## src/hdl/vcc_pkg.sv

```systemverilog
package vcc_pkg;

  // ---------------------------------------------------------------
  // register map
  // ---------------------------------------------------------------
  localparam logic [7:0] ADDR_SOFT_RESET_ADC_CLOCK      = 8'h20;
  localparam logic [7:0] ADDR_RESERVED_CFG_A            = 8'h21;
  localparam logic [7:0] ADDR_RESERVED_CFG_B            = 8'h22;
  localparam logic [7:0] ADDR_CAL_COUNT_SELECT          = 8'h23;
  localparam logic [7:0] ADDR_CAL_CLOCK_HALVING         = 8'h24;
  localparam logic [7:0] ADDR_DIVIDER_BUFFER_ENABLES    = 8'h25;
  localparam logic [7:0] ADDR_BAND_DECISION_TIME        = 8'h26;
  localparam logic [7:0] ADDR_SETTLE_TIMEOUT_LOW        = 8'h27;
  localparam logic [7:0] ADDR_MANUAL_VCO_BUFFER_ENABLE  = 8'h28;
  localparam int         REG_COUNT                      = 9;
  localparam logic [7:0] REG_RESET_VALUE                = 8'h00;
  localparam logic [7:0] READ_UNMAPPED                  = 8'h00;

  // ---------------------------------------------------------------
  // register indices, counted from the first address
  // ---------------------------------------------------------------
  localparam logic [3:0] IDX_SOFT_RESET    = 4'h0;
  localparam logic [3:0] IDX_COUNT_SELECT  = 4'h3;
  localparam logic [3:0] IDX_HALVING       = 4'h4;
  localparam logic [3:0] IDX_BUFFER_EN     = 4'h5;
  localparam logic [3:0] IDX_DECISION      = 4'h6;
  localparam logic [3:0] IDX_TIMEOUT_LOW   = 4'h7;
  localparam logic [3:0] IDX_TIMEOUT_HIGH  = 4'h8;

  // ---------------------------------------------------------------
  // field positions
  // ---------------------------------------------------------------
  localparam int BIT_DIGITAL_SOFT_RESET   = 4;
  localparam int BIT_ADC_CLOCK_ENABLE     = 3;
  localparam int BIT_CAL_COUNT_CHOICE     = 7;
  localparam int BIT_CAL_CLOCK_HALVING    = 2;
  localparam int BIT_OUT_DIVIDER_SHADOW   = 7;
  localparam int BIT_CAL_DIVIDER_SHADOW   = 6;
  localparam int BIT_MANUAL_OSC_SHADOW    = 7;
  localparam int TIMEOUT_HIGH_MSB         = 6;
  localparam int TIMEOUT_WIDTH            = 15;

  // ---------------------------------------------------------------
  // widths of the buffered fields kept elsewhere in the map
  // ---------------------------------------------------------------
  localparam int OUT_DIV_WIDTH    = 3;
  localparam int CAL_DIV_WIDTH    = 2;
  localparam int OSC_CORE_WIDTH   = 2;
  localparam int OSC_BAND_WIDTH   = 8;
  localparam int OSC_BIAS_WIDTH   = 3;
  localparam int CAL_GROUP_WIDTH  = 2 * CAL_DIV_WIDTH;
  localparam int OSC_GROUP_WIDTH  =
    OSC_CORE_WIDTH + OSC_BAND_WIDTH + OSC_BIAS_WIDTH;

  // ---------------------------------------------------------------
  // carriers
  // ---------------------------------------------------------------
  typedef struct packed {
    logic       wr;
    logic       rd;
    logic [7:0] addr;
    logic [7:0] wdata;
  } vcc_port_req_t;

  typedef struct packed {
    logic       strobe;
    logic [OUT_DIV_WIDTH-1:0] output_clock_divider;
  } vcc_out_div_wr_t;

  typedef struct packed {
    logic       strobe;
    logic [CAL_DIV_WIDTH-1:0] cal_divider_second;
    logic [CAL_DIV_WIDTH-1:0] cal_divider_first;
  } vcc_cal_div_wr_t;

  typedef struct packed {
    logic       strobe;
    logic [OSC_CORE_WIDTH-1:0] manual_osc_core;
    logic [OSC_BAND_WIDTH-1:0] manual_osc_band;
    logic [OSC_BIAS_WIDTH-1:0] manual_osc_bias;
  } vcc_osc_wr_t;

endpackage

```

## src/hdl/vcc_regs.sv

```systemverilog
// How it works
// - Soft reset bit set holds digital functions in their power-on state.
// - Soft reset leaves the serial port and registers 0x20 to 0x28 untouched, but clears the buffered divider and oscillator fields.
// - Hardware never clears soft reset; software writes zero to release.
// - Register 0x20 bit 3 gates the calibration ADC clock.
// - Register 0x23 bit 7 picks the calibration count setting.
// - Halving bit halves reference and feedback calibration clocks.
// - Register 0x25 bit 7 double-buffers the output clock divider.
// - Register 0x25 bit 6 double-buffers both calibration dividers.
// - Register 0x26 sets time per band decision step.
// - Register 0x27 holds timeout bits 7 to 0.
// - Register 0x28 bits 6 to 0 hold timeout bits 14 to 8.
// - Register 0x28 bit 7 double-buffers manual core, band, bias fields.
// - All registers come out of reset as zero.
`timescale 1ns/1ps
module vcc_regs
  import vcc_pkg::*;
(
  // clock and reset
  input  wire logic                       core_clk,
  input  wire logic                       reset,
  // serial port register access
  input  wire vcc_port_req_t              port_req,
  output logic      [7:0]                 port_rdata,
  output logic                            port_rvalid,
  // buffered field writes and update event
  input  wire vcc_out_div_wr_t            out_div_wr,
  input  wire vcc_cal_div_wr_t            cal_div_wr,
  input  wire vcc_osc_wr_t                osc_wr,
  input  wire logic                       update_event,
  // calibration clock ticks
  input  wire logic                       cal_active,
  input  wire logic                       cal_ref_tick,
  input  wire logic                       cal_fb_tick,
  output logic                            cal_ref_tick_out,
  output logic                            cal_fb_tick_out,
  // controls
  output logic                            digital_soft_reset,
  output logic                            adc_clock_enable,
  output logic                            cal_count_choice,
  output logic                            cal_clock_halving,
  output logic      [7:0]                 band_decision_time,
  output logic      [TIMEOUT_WIDTH-1:0]   dac_settle_timeout,
  output logic                            out_divider_shadow_en,
  output logic                            cal_divider_shadow_en,
  output logic                            manual_osc_shadow_en,
  // applied buffered fields
  output logic      [OUT_DIV_WIDTH-1:0]   output_clock_divider,
  output logic      [CAL_DIV_WIDTH-1:0]   cal_divider_first,
  output logic      [CAL_DIV_WIDTH-1:0]   cal_divider_second,
  output logic      [OSC_CORE_WIDTH-1:0]  manual_osc_core,
  output logic      [OSC_BAND_WIDTH-1:0]  manual_osc_band,
  output logic      [OSC_BIAS_WIDTH-1:0]  manual_osc_bias
);

  // ---------------------------------------------------------------
  // state
  // ---------------------------------------------------------------
  typedef struct packed {
    logic [REG_COUNT-1:0][7:0] regs;
    logic [7:0]                rdata;
    logic                      rvalid;
    logic                      soft_reset;
    logic                      adc_clk_en;
    logic                      count_choice;
    logic                      halving;
    logic [7:0]                decision;
    logic [TIMEOUT_WIDTH-1:0]  timeout;
    logic                      out_div_db;
    logic                      cal_div_db;
    logic                      osc_db;
    logic                      ref_phase;
    logic                      fb_phase;
    logic                      ref_out;
    logic                      fb_out;
  } vcc_regs_state_t;

  vcc_regs_state_t state;
  vcc_regs_state_t next_state;

  // ---------------------------------------------------------------
  // address decode
  // ---------------------------------------------------------------
  function automatic logic addr_hit(input logic [7:0] addr);
    return (addr >= ADDR_SOFT_RESET_ADC_CLOCK) &&
           (addr <= ADDR_MANUAL_VCO_BUFFER_ENABLE);
  endfunction

  function automatic logic [3:0] addr_index(input logic [7:0] addr);
    logic [7:0] diff;
    diff = addr - ADDR_SOFT_RESET_ADC_CLOCK;
    return diff[3:0];
  endfunction

  // one tick through, or every second tick when halving
  function automatic logic [1:0] halve_tick(input logic tick,
                                            input logic halve,
                                            input logic phase);
    logic pass;
    pass = tick && (!halve || phase);
    return {pass, tick ? !phase : phase};
  endfunction

  logic [1:0] ref_step;
  logic [1:0] fb_step;

  always_comb begin
    next_state        = state;
    next_state.rvalid = 1'b0;
    ref_step = halve_tick(cal_ref_tick, state.halving, state.ref_phase);
    fb_step  = halve_tick(cal_fb_tick, state.halving, state.fb_phase);

    // -------------------------------------------------------------
    // register writes and reads
    // -------------------------------------------------------------
    // writes only come from the port, so the soft reset never blocks
    // them and no hardware path clears the soft reset bit
    if (port_req.wr && addr_hit(port_req.addr)) begin
      next_state.regs[addr_index(port_req.addr)] = port_req.wdata;
    end
    if (port_req.rd) begin
      next_state.rvalid = 1'b1;
      next_state.rdata  = addr_hit(port_req.addr) ?
                          state.regs[addr_index(port_req.addr)] :
                          READ_UNMAPPED;
    end

    // -------------------------------------------------------------
    // decoded controls
    // -------------------------------------------------------------
    next_state.soft_reset =
      state.regs[IDX_SOFT_RESET][BIT_DIGITAL_SOFT_RESET];
    next_state.adc_clk_en =
      state.regs[IDX_SOFT_RESET][BIT_ADC_CLOCK_ENABLE];
    next_state.count_choice =
      state.regs[IDX_COUNT_SELECT][BIT_CAL_COUNT_CHOICE];
    next_state.halving =
      state.regs[IDX_HALVING][BIT_CAL_CLOCK_HALVING];
    next_state.out_div_db =
      state.regs[IDX_BUFFER_EN][BIT_OUT_DIVIDER_SHADOW];
    next_state.cal_div_db =
      state.regs[IDX_BUFFER_EN][BIT_CAL_DIVIDER_SHADOW];
    next_state.decision = state.regs[IDX_DECISION];
    next_state.timeout  = {
      state.regs[IDX_TIMEOUT_HIGH][TIMEOUT_HIGH_MSB:0],
      state.regs[IDX_TIMEOUT_LOW]};
    next_state.osc_db =
      state.regs[IDX_TIMEOUT_HIGH][BIT_MANUAL_OSC_SHADOW];

    // -------------------------------------------------------------
    // calibration clock halving
    // -------------------------------------------------------------
    if (state.soft_reset || !cal_active) begin
      next_state.ref_phase = 1'b0;
      next_state.fb_phase  = 1'b0;
      next_state.ref_out   = 1'b0;
      next_state.fb_out    = 1'b0;
    end else begin
      next_state.ref_out   = ref_step[1];
      next_state.ref_phase = ref_step[0];
      next_state.fb_out    = fb_step[1];
      next_state.fb_phase  = fb_step[0];
    end
  end

  always_ff @(posedge core_clk) begin
    if (reset) begin
      state <= '0;
    end else begin
      state <= next_state;
    end
  end

  // ---------------------------------------------------------------
  // double-buffered fields
  // ---------------------------------------------------------------
  logic [CAL_GROUP_WIDTH-1:0] cal_active_bits;
  logic [OSC_GROUP_WIDTH-1:0] osc_active_bits;

  vcc_shadow #(.WIDTH(OUT_DIV_WIDTH)) u_out_div (
    .core_clk  (core_clk),
    .reset     (reset),
    .clear     (state.soft_reset),
    .shadow_en (state.out_div_db),
    .update    (update_event),
    .strobe    (out_div_wr.strobe),
    .value     (out_div_wr.output_clock_divider),
    .active    (output_clock_divider)
  );

  vcc_shadow #(.WIDTH(CAL_GROUP_WIDTH)) u_cal_div (
    .core_clk  (core_clk),
    .reset     (reset),
    .clear     (state.soft_reset),
    .shadow_en (state.cal_div_db),
    .update    (update_event),
    .strobe    (cal_div_wr.strobe),
    .value     ({cal_div_wr.cal_divider_second,
                 cal_div_wr.cal_divider_first}),
    .active    (cal_active_bits)
  );

  vcc_shadow #(.WIDTH(OSC_GROUP_WIDTH)) u_osc (
    .core_clk  (core_clk),
    .reset     (reset),
    .clear     (state.soft_reset),
    .shadow_en (state.osc_db),
    .update    (update_event),
    .strobe    (osc_wr.strobe),
    .value     ({osc_wr.manual_osc_core,
                 osc_wr.manual_osc_band,
                 osc_wr.manual_osc_bias}),
    .active    (osc_active_bits)
  );

  // ---------------------------------------------------------------
  // outputs
  // ---------------------------------------------------------------
  assign port_rdata            = state.rdata;
  assign port_rvalid           = state.rvalid;
  assign digital_soft_reset    = state.soft_reset;
  assign adc_clock_enable      = state.adc_clk_en;
  assign cal_count_choice      = state.count_choice;
  assign cal_clock_halving     = state.halving;
  assign band_decision_time    = state.decision;
  assign dac_settle_timeout    = state.timeout;
  assign out_divider_shadow_en = state.out_div_db;
  assign cal_divider_shadow_en = state.cal_div_db;
  assign manual_osc_shadow_en  = state.osc_db;
  assign cal_ref_tick_out      = state.ref_out;
  assign cal_fb_tick_out       = state.fb_out;
  assign cal_divider_first     = cal_active_bits[CAL_DIV_WIDTH-1:0];
  assign cal_divider_second    =
    cal_active_bits[CAL_GROUP_WIDTH-1:CAL_DIV_WIDTH];
  assign manual_osc_bias       = osc_active_bits[OSC_BIAS_WIDTH-1:0];
  assign manual_osc_band       =
    osc_active_bits[OSC_BIAS_WIDTH+OSC_BAND_WIDTH-1:OSC_BIAS_WIDTH];
  assign manual_osc_core       =
    osc_active_bits[OSC_GROUP_WIDTH-1:OSC_BIAS_WIDTH+OSC_BAND_WIDTH];

  // ---------------------------------------------------------------
  // checks
  // ---------------------------------------------------------------
  logic wr_soft_reg;
  assign wr_soft_reg = port_req.wr &&
                       (port_req.addr == ADDR_SOFT_RESET_ADC_CLOCK);

  property p_soft_reset_hold;
    @(posedge core_clk) disable iff (reset)
    (port_req.wr && port_req.addr == ADDR_SOFT_RESET_ADC_CLOCK &&
     port_req.wdata[BIT_DIGITAL_SOFT_RESET])
    |=> ##1 digital_soft_reset ##1 !cal_ref_tick_out;
  endproperty
  a_soft_reset_hold: assert property (p_soft_reset_hold)
    else $error("soft reset not applied two cycles after write");

  property p_regs_kept;
    @(posedge core_clk) disable iff (reset)
    (digital_soft_reset && !port_req.wr) |=> $stable(state.regs);
  endproperty
  a_regs_kept: assert property (p_regs_kept)
    else $error("registers changed under soft reset without a write");

  property p_soft_sticky;
    @(posedge core_clk) disable iff (reset)
    (state.regs[IDX_SOFT_RESET][BIT_DIGITAL_SOFT_RESET] && !wr_soft_reg)
    |=> state.regs[IDX_SOFT_RESET][BIT_DIGITAL_SOFT_RESET];
  endproperty
  a_soft_sticky: assert property (p_soft_sticky)
    else $error("soft reset bit cleared without a write");

  property p_adc_clock;
    @(posedge core_clk) disable iff (reset)
    (port_req.wr && port_req.addr == ADDR_SOFT_RESET_ADC_CLOCK)
    |=> ##1 adc_clock_enable == $past(port_req.wdata[BIT_ADC_CLOCK_ENABLE], 2);
  endproperty
  a_adc_clock: assert property (p_adc_clock)
    else $error("adc clock enable does not follow written bit");

  property p_count_choice;
    @(posedge core_clk) disable iff (reset)
    (port_req.wr && port_req.addr == ADDR_CAL_COUNT_SELECT)
    |=> ##1 cal_count_choice == $past(port_req.wdata[BIT_CAL_COUNT_CHOICE], 2);
  endproperty
  a_count_choice: assert property (p_count_choice)
    else $error("count choice does not follow written bit");

  property p_halve_off;
    @(posedge core_clk) disable iff (reset)
    (!cal_clock_halving && !digital_soft_reset && cal_active &&
     cal_ref_tick) |=> cal_ref_tick_out;
  endproperty
  a_halve_off: assert property (p_halve_off)
    else $error("reference tick lost with halving off");

  property p_halve_on;
    @(posedge core_clk) disable iff (reset)
    (cal_clock_halving && $past(cal_clock_halving) && cal_fb_tick &&
     cal_fb_tick_out) |=> !cal_fb_tick_out;
  endproperty
  a_halve_on: assert property (p_halve_on)
    else $error("feedback tick passed twice running with halving on");

  property p_direct_write;
    @(posedge core_clk) disable iff (reset)
    (!out_divider_shadow_en && out_div_wr.strobe && !digital_soft_reset)
    |=> output_clock_divider == $past(out_div_wr.output_clock_divider);
  endproperty
  a_direct_write: assert property (p_direct_write)
    else $error("unbuffered divider write not applied at once");

  property p_buffered_hold;
    @(posedge core_clk) disable iff (reset)
    (cal_divider_shadow_en && cal_div_wr.strobe && !update_event &&
     !digital_soft_reset) |=> $stable(cal_divider_first) &&
                              $stable(cal_divider_second);
  endproperty
  a_buffered_hold: assert property (p_buffered_hold)
    else $error("buffered calibration divider changed before update");

  property p_osc_update;
    @(posedge core_clk) disable iff (reset)
    (manual_osc_shadow_en && osc_wr.strobe && !digital_soft_reset) ##1
    (!osc_wr.strobe && !digital_soft_reset)[*2] ##1
    (update_event && !digital_soft_reset) |=>
    manual_osc_band == $past(osc_wr.manual_osc_band, 4);
  endproperty
  a_osc_update: assert property (p_osc_update)
    else $error("buffered oscillator band not applied on update");

  property p_timeout;
    @(posedge core_clk) disable iff (reset)
    1'b1 |=> ##1 dac_settle_timeout ==
      {$past(state.regs[IDX_TIMEOUT_HIGH][TIMEOUT_HIGH_MSB:0]),
       $past(state.regs[IDX_TIMEOUT_LOW])} &&
      band_decision_time == $past(state.regs[IDX_DECISION]);
  endproperty
  a_timeout: assert property (p_timeout)
    else $error("timeout or decision time mismatches registers");

  property p_reset_zero;
    @(posedge core_clk)
    $past(reset) |-> state.regs == '0 && !digital_soft_reset;
  endproperty
  a_reset_zero: assert property (p_reset_zero)
    else $error("registers not zero after reset");

  property p_soft_set;
    @(posedge core_clk) disable iff (reset)
    $rose(digital_soft_reset);
  endproperty
  c_soft_set: cover property (p_soft_set);

  property p_halved;
    @(posedge core_clk) disable iff (reset)
    cal_clock_halving && cal_ref_tick_out;
  endproperty
  c_halved: cover property (p_halved);

  property p_shadow_update;
    @(posedge core_clk) disable iff (reset)
    manual_osc_shadow_en && update_event;
  endproperty
  c_shadow_update: cover property (p_shadow_update);

endmodule // vcc_regs

```

## src/hdl/vcc_shadow.sv

```systemverilog
`timescale 1ns/1ps
module vcc_shadow
  import vcc_pkg::*;
#(
  parameter int WIDTH = 8
) (
  // clock and reset
  input  wire logic             core_clk,
  input  wire logic             reset,
  input  wire logic             clear,
  // control
  input  wire logic             shadow_en,
  input  wire logic             update,
  // field write
  input  wire logic             strobe,
  input  wire logic [WIDTH-1:0] value,
  // applied value
  output logic      [WIDTH-1:0] active
);

  typedef struct packed {
    logic [WIDTH-1:0] held;
    logic [WIDTH-1:0] active;
  } vcc_shadow_state_t;

  vcc_shadow_state_t state;
  vcc_shadow_state_t next_state;

  // ---------------------------------------------------------------
  // held stage and applied stage
  // ---------------------------------------------------------------
  always_comb begin
    next_state = state;
    if (clear) begin
      next_state = '0;
    end else begin
      if (update) begin
        next_state.active = state.held;
      end
      if (strobe) begin
        next_state.held = value;
        if (!shadow_en) begin
          next_state.active = value;
        end
      end
    end
  end

  always_ff @(posedge core_clk) begin
    if (reset) begin
      state <= '0;
    end else begin
      state <= next_state;
    end
  end

  assign active = state.active;

endmodule // vcc_shadow

```

## config.mk

```make
export PLATFORM = sky130hd
export DESIGN_NAME = vcc_regs
export DESIGN_NICKNAME = d
export VERILOG_FILES = /design/src/hdl/vcc_pkg.sv /design/src/hdl/vcc_regs.sv /design/src/hdl/vcc_shadow.sv
export SDC_FILE = /design/constraint.sdc
export NUM_CORES = 1
export LEC_CHECK = 0
export ABC_AREA = 1
export BUFFER_PORTS_ARGS = -buffer_cell sky130_fd_sc_hd__buf_2
export CORE_AREA = 3 3 136 138
export CTS_CLUSTER_SIZE = 8
export DETAILED_ROUTE_END_ITERATION = 12
export DIE_AREA = 0 0 139 141
export GPL_TIMING_DRIVEN = 0
export PLACE_DENSITY = 0.6
export REMOVE_ABC_BUFFERS = 1
export SKIP_LAST_GASP = 1
export SYNTH_ARGS = -nofsm -noshare
export SYNTH_HDL_FRONTEND = slang
export SYNTH_SLANG_ARGS = --single-unit
```

## constraint.sdc

```tcl
create_clock -name core_clk -period 1.6 [get_ports core_clk]
set_input_delay 0.32 -clock core_clk [delete_from_list [all_inputs] [get_ports core_clk]]
set_output_delay 0.32 -clock core_clk [all_outputs]
set_load 0.005 [all_outputs]
```

==> metrics.txt <==
# TYPE chip_impl_metric gauge
chip_impl_info{name="run_status",value="completed"} 1
chip_impl_metric{name="final-seq-area",unit="µm²"} 3100
chip_impl_info{name="hold_path.class",value="in2reg"} 1
chip_impl_metric{name="hold_violations",unit=""} 0
chip_impl_metric{name="overflow",unit=""} 0
chip_impl_metric{name="setup_ws",unit="ns"} 0.136
chip_impl_metric{name="post_cts_hold_buffers",unit=""} 0
chip_impl_metric{name="clock_latency_late_sink",unit="ns"} 0.43
chip_impl_info{name="layout_commonest_cell",value="sky130_fd_sc_hd__nand2_1"} 1
chip_impl_metric{name="post-route-min-period",unit="ns"} 1.46
chip_impl_metric{name="synth_mux_area_frac",unit=""} 0
chip_impl_metric{name="viasPerCell",unit=""} 4.91
chip_impl_metric{name="setup-violations-final",unit=""} 0
chip_impl_metric{name="fraction_of_synthesized_cell_area_in_xor_and_xnor_cells",unit=""} 0
chip_impl_info{name="cts_root_buffer",value="sky130_fd_sc_hd__clkbuf_16"} 1
chip_impl_metric{name="power_density",unit="nW/µm²"} 1080
chip_impl_metric{name="timing.slew.headroom",unit=""} 0.395
chip_impl_metric{name="critical_path_arrival",unit="ns"} 1.76
chip_impl_metric{name="worst-path-max-fanout",unit=""} 20
chip_impl_metric{name="postSynthAreaPerCell",unit="µm²"} 6.98
chip_impl_metric{name="grt_first_pass_wirelength",unit="µm"} 29500
chip_impl_metric{name="power.ir.vdd_worst",unit="V"} 0.000852
chip_impl_metric{name="htree_num_levels",unit=""} 4
chip_impl_metric{name="synth_cell_type_count",unit=""} 22
chip_impl_metric{name="hpwl",unit="µm"} 11300
chip_impl_metric{name="drt-wirelength-per-cell",unit="µm"} 14.9
chip_impl_metric{name="period_share",unit=""} 0.915
chip_impl_metric{name="place_inst",unit=""} 1215
chip_impl_info{name="cts_tree",value="built"} 1
chip_impl_metric{name="post_place_cell_area",unit="µm²"} 7120
chip_impl_info{name="layout_common_cells",value="sky130_fd_sc_hd__nand2_1 (296), sky130_fd_sc_hd__dfxtp_1 (155), sky130_fd_sc_hd__inv_1 (108), sky130_fd_sc_hd__a21oi_1 (106), sky130_fd_sc_hd__buf_2 (104)"} 1
chip_impl_metric{name="dieHeight",unit="µm"} 141
chip_impl_metric{name="num-nets-final",unit=""} 1076
chip_impl_metric{name="design.portCount",unit=""} 108
chip_impl_metric{name="area.growth.synth_to_final",unit="%"} 15.2
chip_impl_info{name="start_kind",value="primary input"} 1
chip_impl_metric{name="met3WireLength",unit="µm"} 1210
chip_impl_metric{name="final_layout_fill_cell_count",unit=""} 1831
chip_impl_metric{name="gp_congestion",unit=""} 0.823
chip_impl_metric{name="drt_first_iter_violations",unit=""} 440
chip_impl_metric{name="die_area",unit="µm²"} 19600
chip_impl_metric{name="drtPass1Iterations",unit=""} 5
chip_impl_metric{name="synth_adder_area_share",unit=""} 0
chip_impl_metric{name="detailroute.wirelength.met2",unit="µm"} 8590
chip_impl_metric{name="finalWirelength",unit="µm"} 18900
chip_impl_metric{name="worst_clock_skew",unit="ns"} 0.00812
chip_impl_metric{name="antennaDiodeCount",unit=""} 0
chip_impl_info{name="dominant_combinational_cell_family_by_area_after_synthesis",value="simple AND/OR/NAND/NOR gates"} 1
chip_impl_metric{name="port_buffers",unit=""} 107
chip_impl_metric{name="clkSinkCount",unit=""} 155
chip_impl_metric{name="syn-instance-count",unit=""} 986
chip_impl_metric{name="synth_sequential_area_ratio",unit=""} 0.451
chip_impl_metric{name="fp-row-count",unit=""} 48
chip_impl_metric{name="switching_share",unit=""} 0.263
chip_impl_metric{name="drc_errors",unit=""} 0
chip_impl_metric{name="drive_above_1_share",unit=""} 0.183
chip_impl_metric{name="vias",unit=""} 6225
chip_impl_info{name="routed.top_layer",value="met4"} 1
chip_impl_metric{name="p_leak",unit="nW"} 3.36
chip_impl_metric{name="floorplan.die.width",unit="µm"} 139
chip_impl_metric{name="worst-slew-pin-transition",unit="ns"} 0.907
chip_impl_metric{name="cts_inserted_buffers",unit=""} 17
chip_impl_metric{name="placement.setup.worst_slack",unit="ns"} -1.36
chip_impl_metric{name="detail_route.wirelength.met1",unit="µm"} 8730
chip_impl_metric{name="initial_core_util",unit=""} 0.398
chip_impl_metric{name="vias_in_the_first_global_route",unit=""} 5592
chip_impl_metric{name="worstPathRequired",unit="ns"} 1.90
chip_impl_metric{name="layoutNonFillerInstCount",unit=""} 1267
chip_impl_metric{name="postLayoutCoreUtil",unit=""} 0.458
chip_impl_metric{name="power.total",unit="mW"} 8.60
chip_impl_metric{name="power.sequential.fraction",unit=""} 0.463
chip_impl_metric{name="core_area",unit="µm²"} 17300
chip_impl_metric{name="netlist_area",unit="µm²"} 6880
chip_impl_metric{name="antenna_found_initial",unit=""} 0
chip_impl_info{name="end_kind",value="flip-flop"} 1
chip_impl_metric{name="final-max-slew-violation-count",unit=""} 0
chip_impl_metric{name="postRouteAntennaNets",unit=""} 0
chip_impl_metric{name="synthesis.yosys.warnings",unit=""} 0
chip_impl_metric{name="multiInputGateArea",unit="µm²"} 2850
chip_impl_metric{name="cap_viol_max_count",unit=""} 0
chip_impl_metric{name="complex_gate_fraction_of_the_synthesized_area",unit=""} 0.127
chip_impl_metric{name="synth-simple-area-share",unit=""} 0.270
chip_impl_metric{name="power_switching",unit="mW"} 2.26
chip_impl_metric{name="share_clk_of_total_power",unit=""} 0.456
chip_impl_metric{name="fmax",unit="GHz"} 0.683
chip_impl_info{name="timing.setup.critical_path_class",value="in2reg"} 1
chip_impl_metric{name="cts_buffer_depth",unit=""} 2
chip_impl_metric{name="postSynthRegisterBits",unit=""} 155
chip_impl_metric{name="fin_area",unit="µm²"} 7930
chip_impl_metric{name="track_usage",unit=""} 0.191
chip_impl_metric{name="cell_internal_power_dissipation",unit="mW"} 6.34
chip_impl_metric{name="largest_net_degree_at_the_start_of_global_routing",unit=""} 58
chip_impl_metric{name="combinational_fraction_of_design_power",unit=""} 0.082
chip_impl_info{name="rsz0062_at_grt",value="false"} 1
chip_impl_metric{name="path_clk_slew",unit="ns"} 0.07
-- state kept, by name (all words and copies together) (netlist names), 3 cells and up --
| name | count |
|---|---|
| u_osc.active | 13 |
| state | 44 |
| u_out_div.state | 3 |
| u_osc.state | 13 |
| u_cal_div.state | 4 |
| dac_settle_timeout | 15 |
| band_decision_time | 8 |
| u_cal_div.active | 4 |
| next_state | 30 |
| port_rdata | 8 |
| u_out_div.active | 3 |
-- repair_timing --
action                                  in CTS  in global routing
setup buffers                                9                  2
endpoints found under the hold margin        0                  0
endpoints found under the setup margin      81                 92
gates cloned                                 8                  1
pin swaps                                    4                  2
resized for setup                           11                 10
-- kinds of logic after synthesis --
kind of cell / after synthesis
and+or+nand+nor: 451
buffers and inverters: 218
DFF: 155
AOI/OAI and AO/OA: 162
-- metal layers --
metal	vias to the layer above	global-route usage
met3	33	0.0397
met2	189	0.298
met1	2852	0.259
met5	-	0
met4	0	0.0762
li1	3151	-
-- power groups by stage --
stage          Combinational, mW  Clock [mW]  Sequential, mW
6_report                   0.703        3.92            3.98
3_5_place_dp               0.650           0            4.07
3_3_place_gp               0.635           0            4.06
5_1_grt                    0.779        4.16            3.99
4_1_cts                    0.688        4.01            3.98
2_1_floorplan              0.305           0            4.07
-- final cells by class --
cell class | instances | area share
Sequential cell | 155 | 0.391
Multi-Input combinational cell | 620 | 0.359
Timing Repair Buffer | 120 | 0.0863
Inverter | 113 | 0.0546
Clock buffer | 17 | 0.0537
Tap cell | 225 | 0.0355
Clock inverter | 15 | 0.0175
Timing Repair inverter | 2 | 0.00189
-- Yosys cell counts (all sizes together) --
library cell / instances / area (µm²)
o211ai: 18 / 135
clkinv: 1 / 3.75
nand2: 306 / 1170
clkbuf: 40 / 150
a21oi: 106 / 531
a211oi: 2 / 15.0
o21ai: 27 / 135
nand3: 80 / 400
nor2: 63 / 270
buf: 65 / 474
a311oi: 1 / 8.76
inv: 112 / 420
or2: 2 / 12.5
dfxtp: 155 / 3100
a31oi: 8 / 50.1
-- worst paths after layout --
| kind | start | end | slack, ns | cells after the start |
|---|---|---|---|---|
| hold reg to reg | next_state[6]$_SDFFE_PP0P_ | out_divider_shadow_en$_SDFF_PP0_ | 0.44 | 2 |
| hold / removal | osc_wr[11] | u_osc.active[11]$_SDFF_PP0_ | 0.14 | 3 |
| setup / recovery | port_req[9] | state[85]$_SDFFE_PP0P_ | 0.14 | 7 |
| setup reg to reg | digital_soft_reset$_SDFF_PP0_ | u_out_div.active[0]$_SDFF_PP0_ | 0.19 | 4 |
-- per-stage QoR --
| step | TNS [ns] | hold slack (ns) |
|---|---|---|
| 6_report | 0 | 0.137 |
| 5_1_grt | 0 | 0.146 |
| 4_1_cts | 0 | 0.121 |
| 3_5_place_dp | -100.40 | 0.437 |
| 3_3_place_gp | -193.03 | 0.435 |
| 2_1_floorplan | -11.75 | 0.389 |
-- worst max-delay path, stage by stage --
cell and delay, ns:
sky130_fd_sc_hd__clkbuf_4 0.24, sky130_fd_sc_hd__clkinv_2 0.25, sky130_fd_sc_hd__nand2_1 0.15, sky130_fd_sc_hd__nor2_2 0.38, sky130_fd_sc_hd__nand2_2 0.23, sky130_fd_sc_hd__nand2_1 0.11
sky130_fd_sc_hd__a21oi_1 0.06
(Power assumes the default switching activity.)
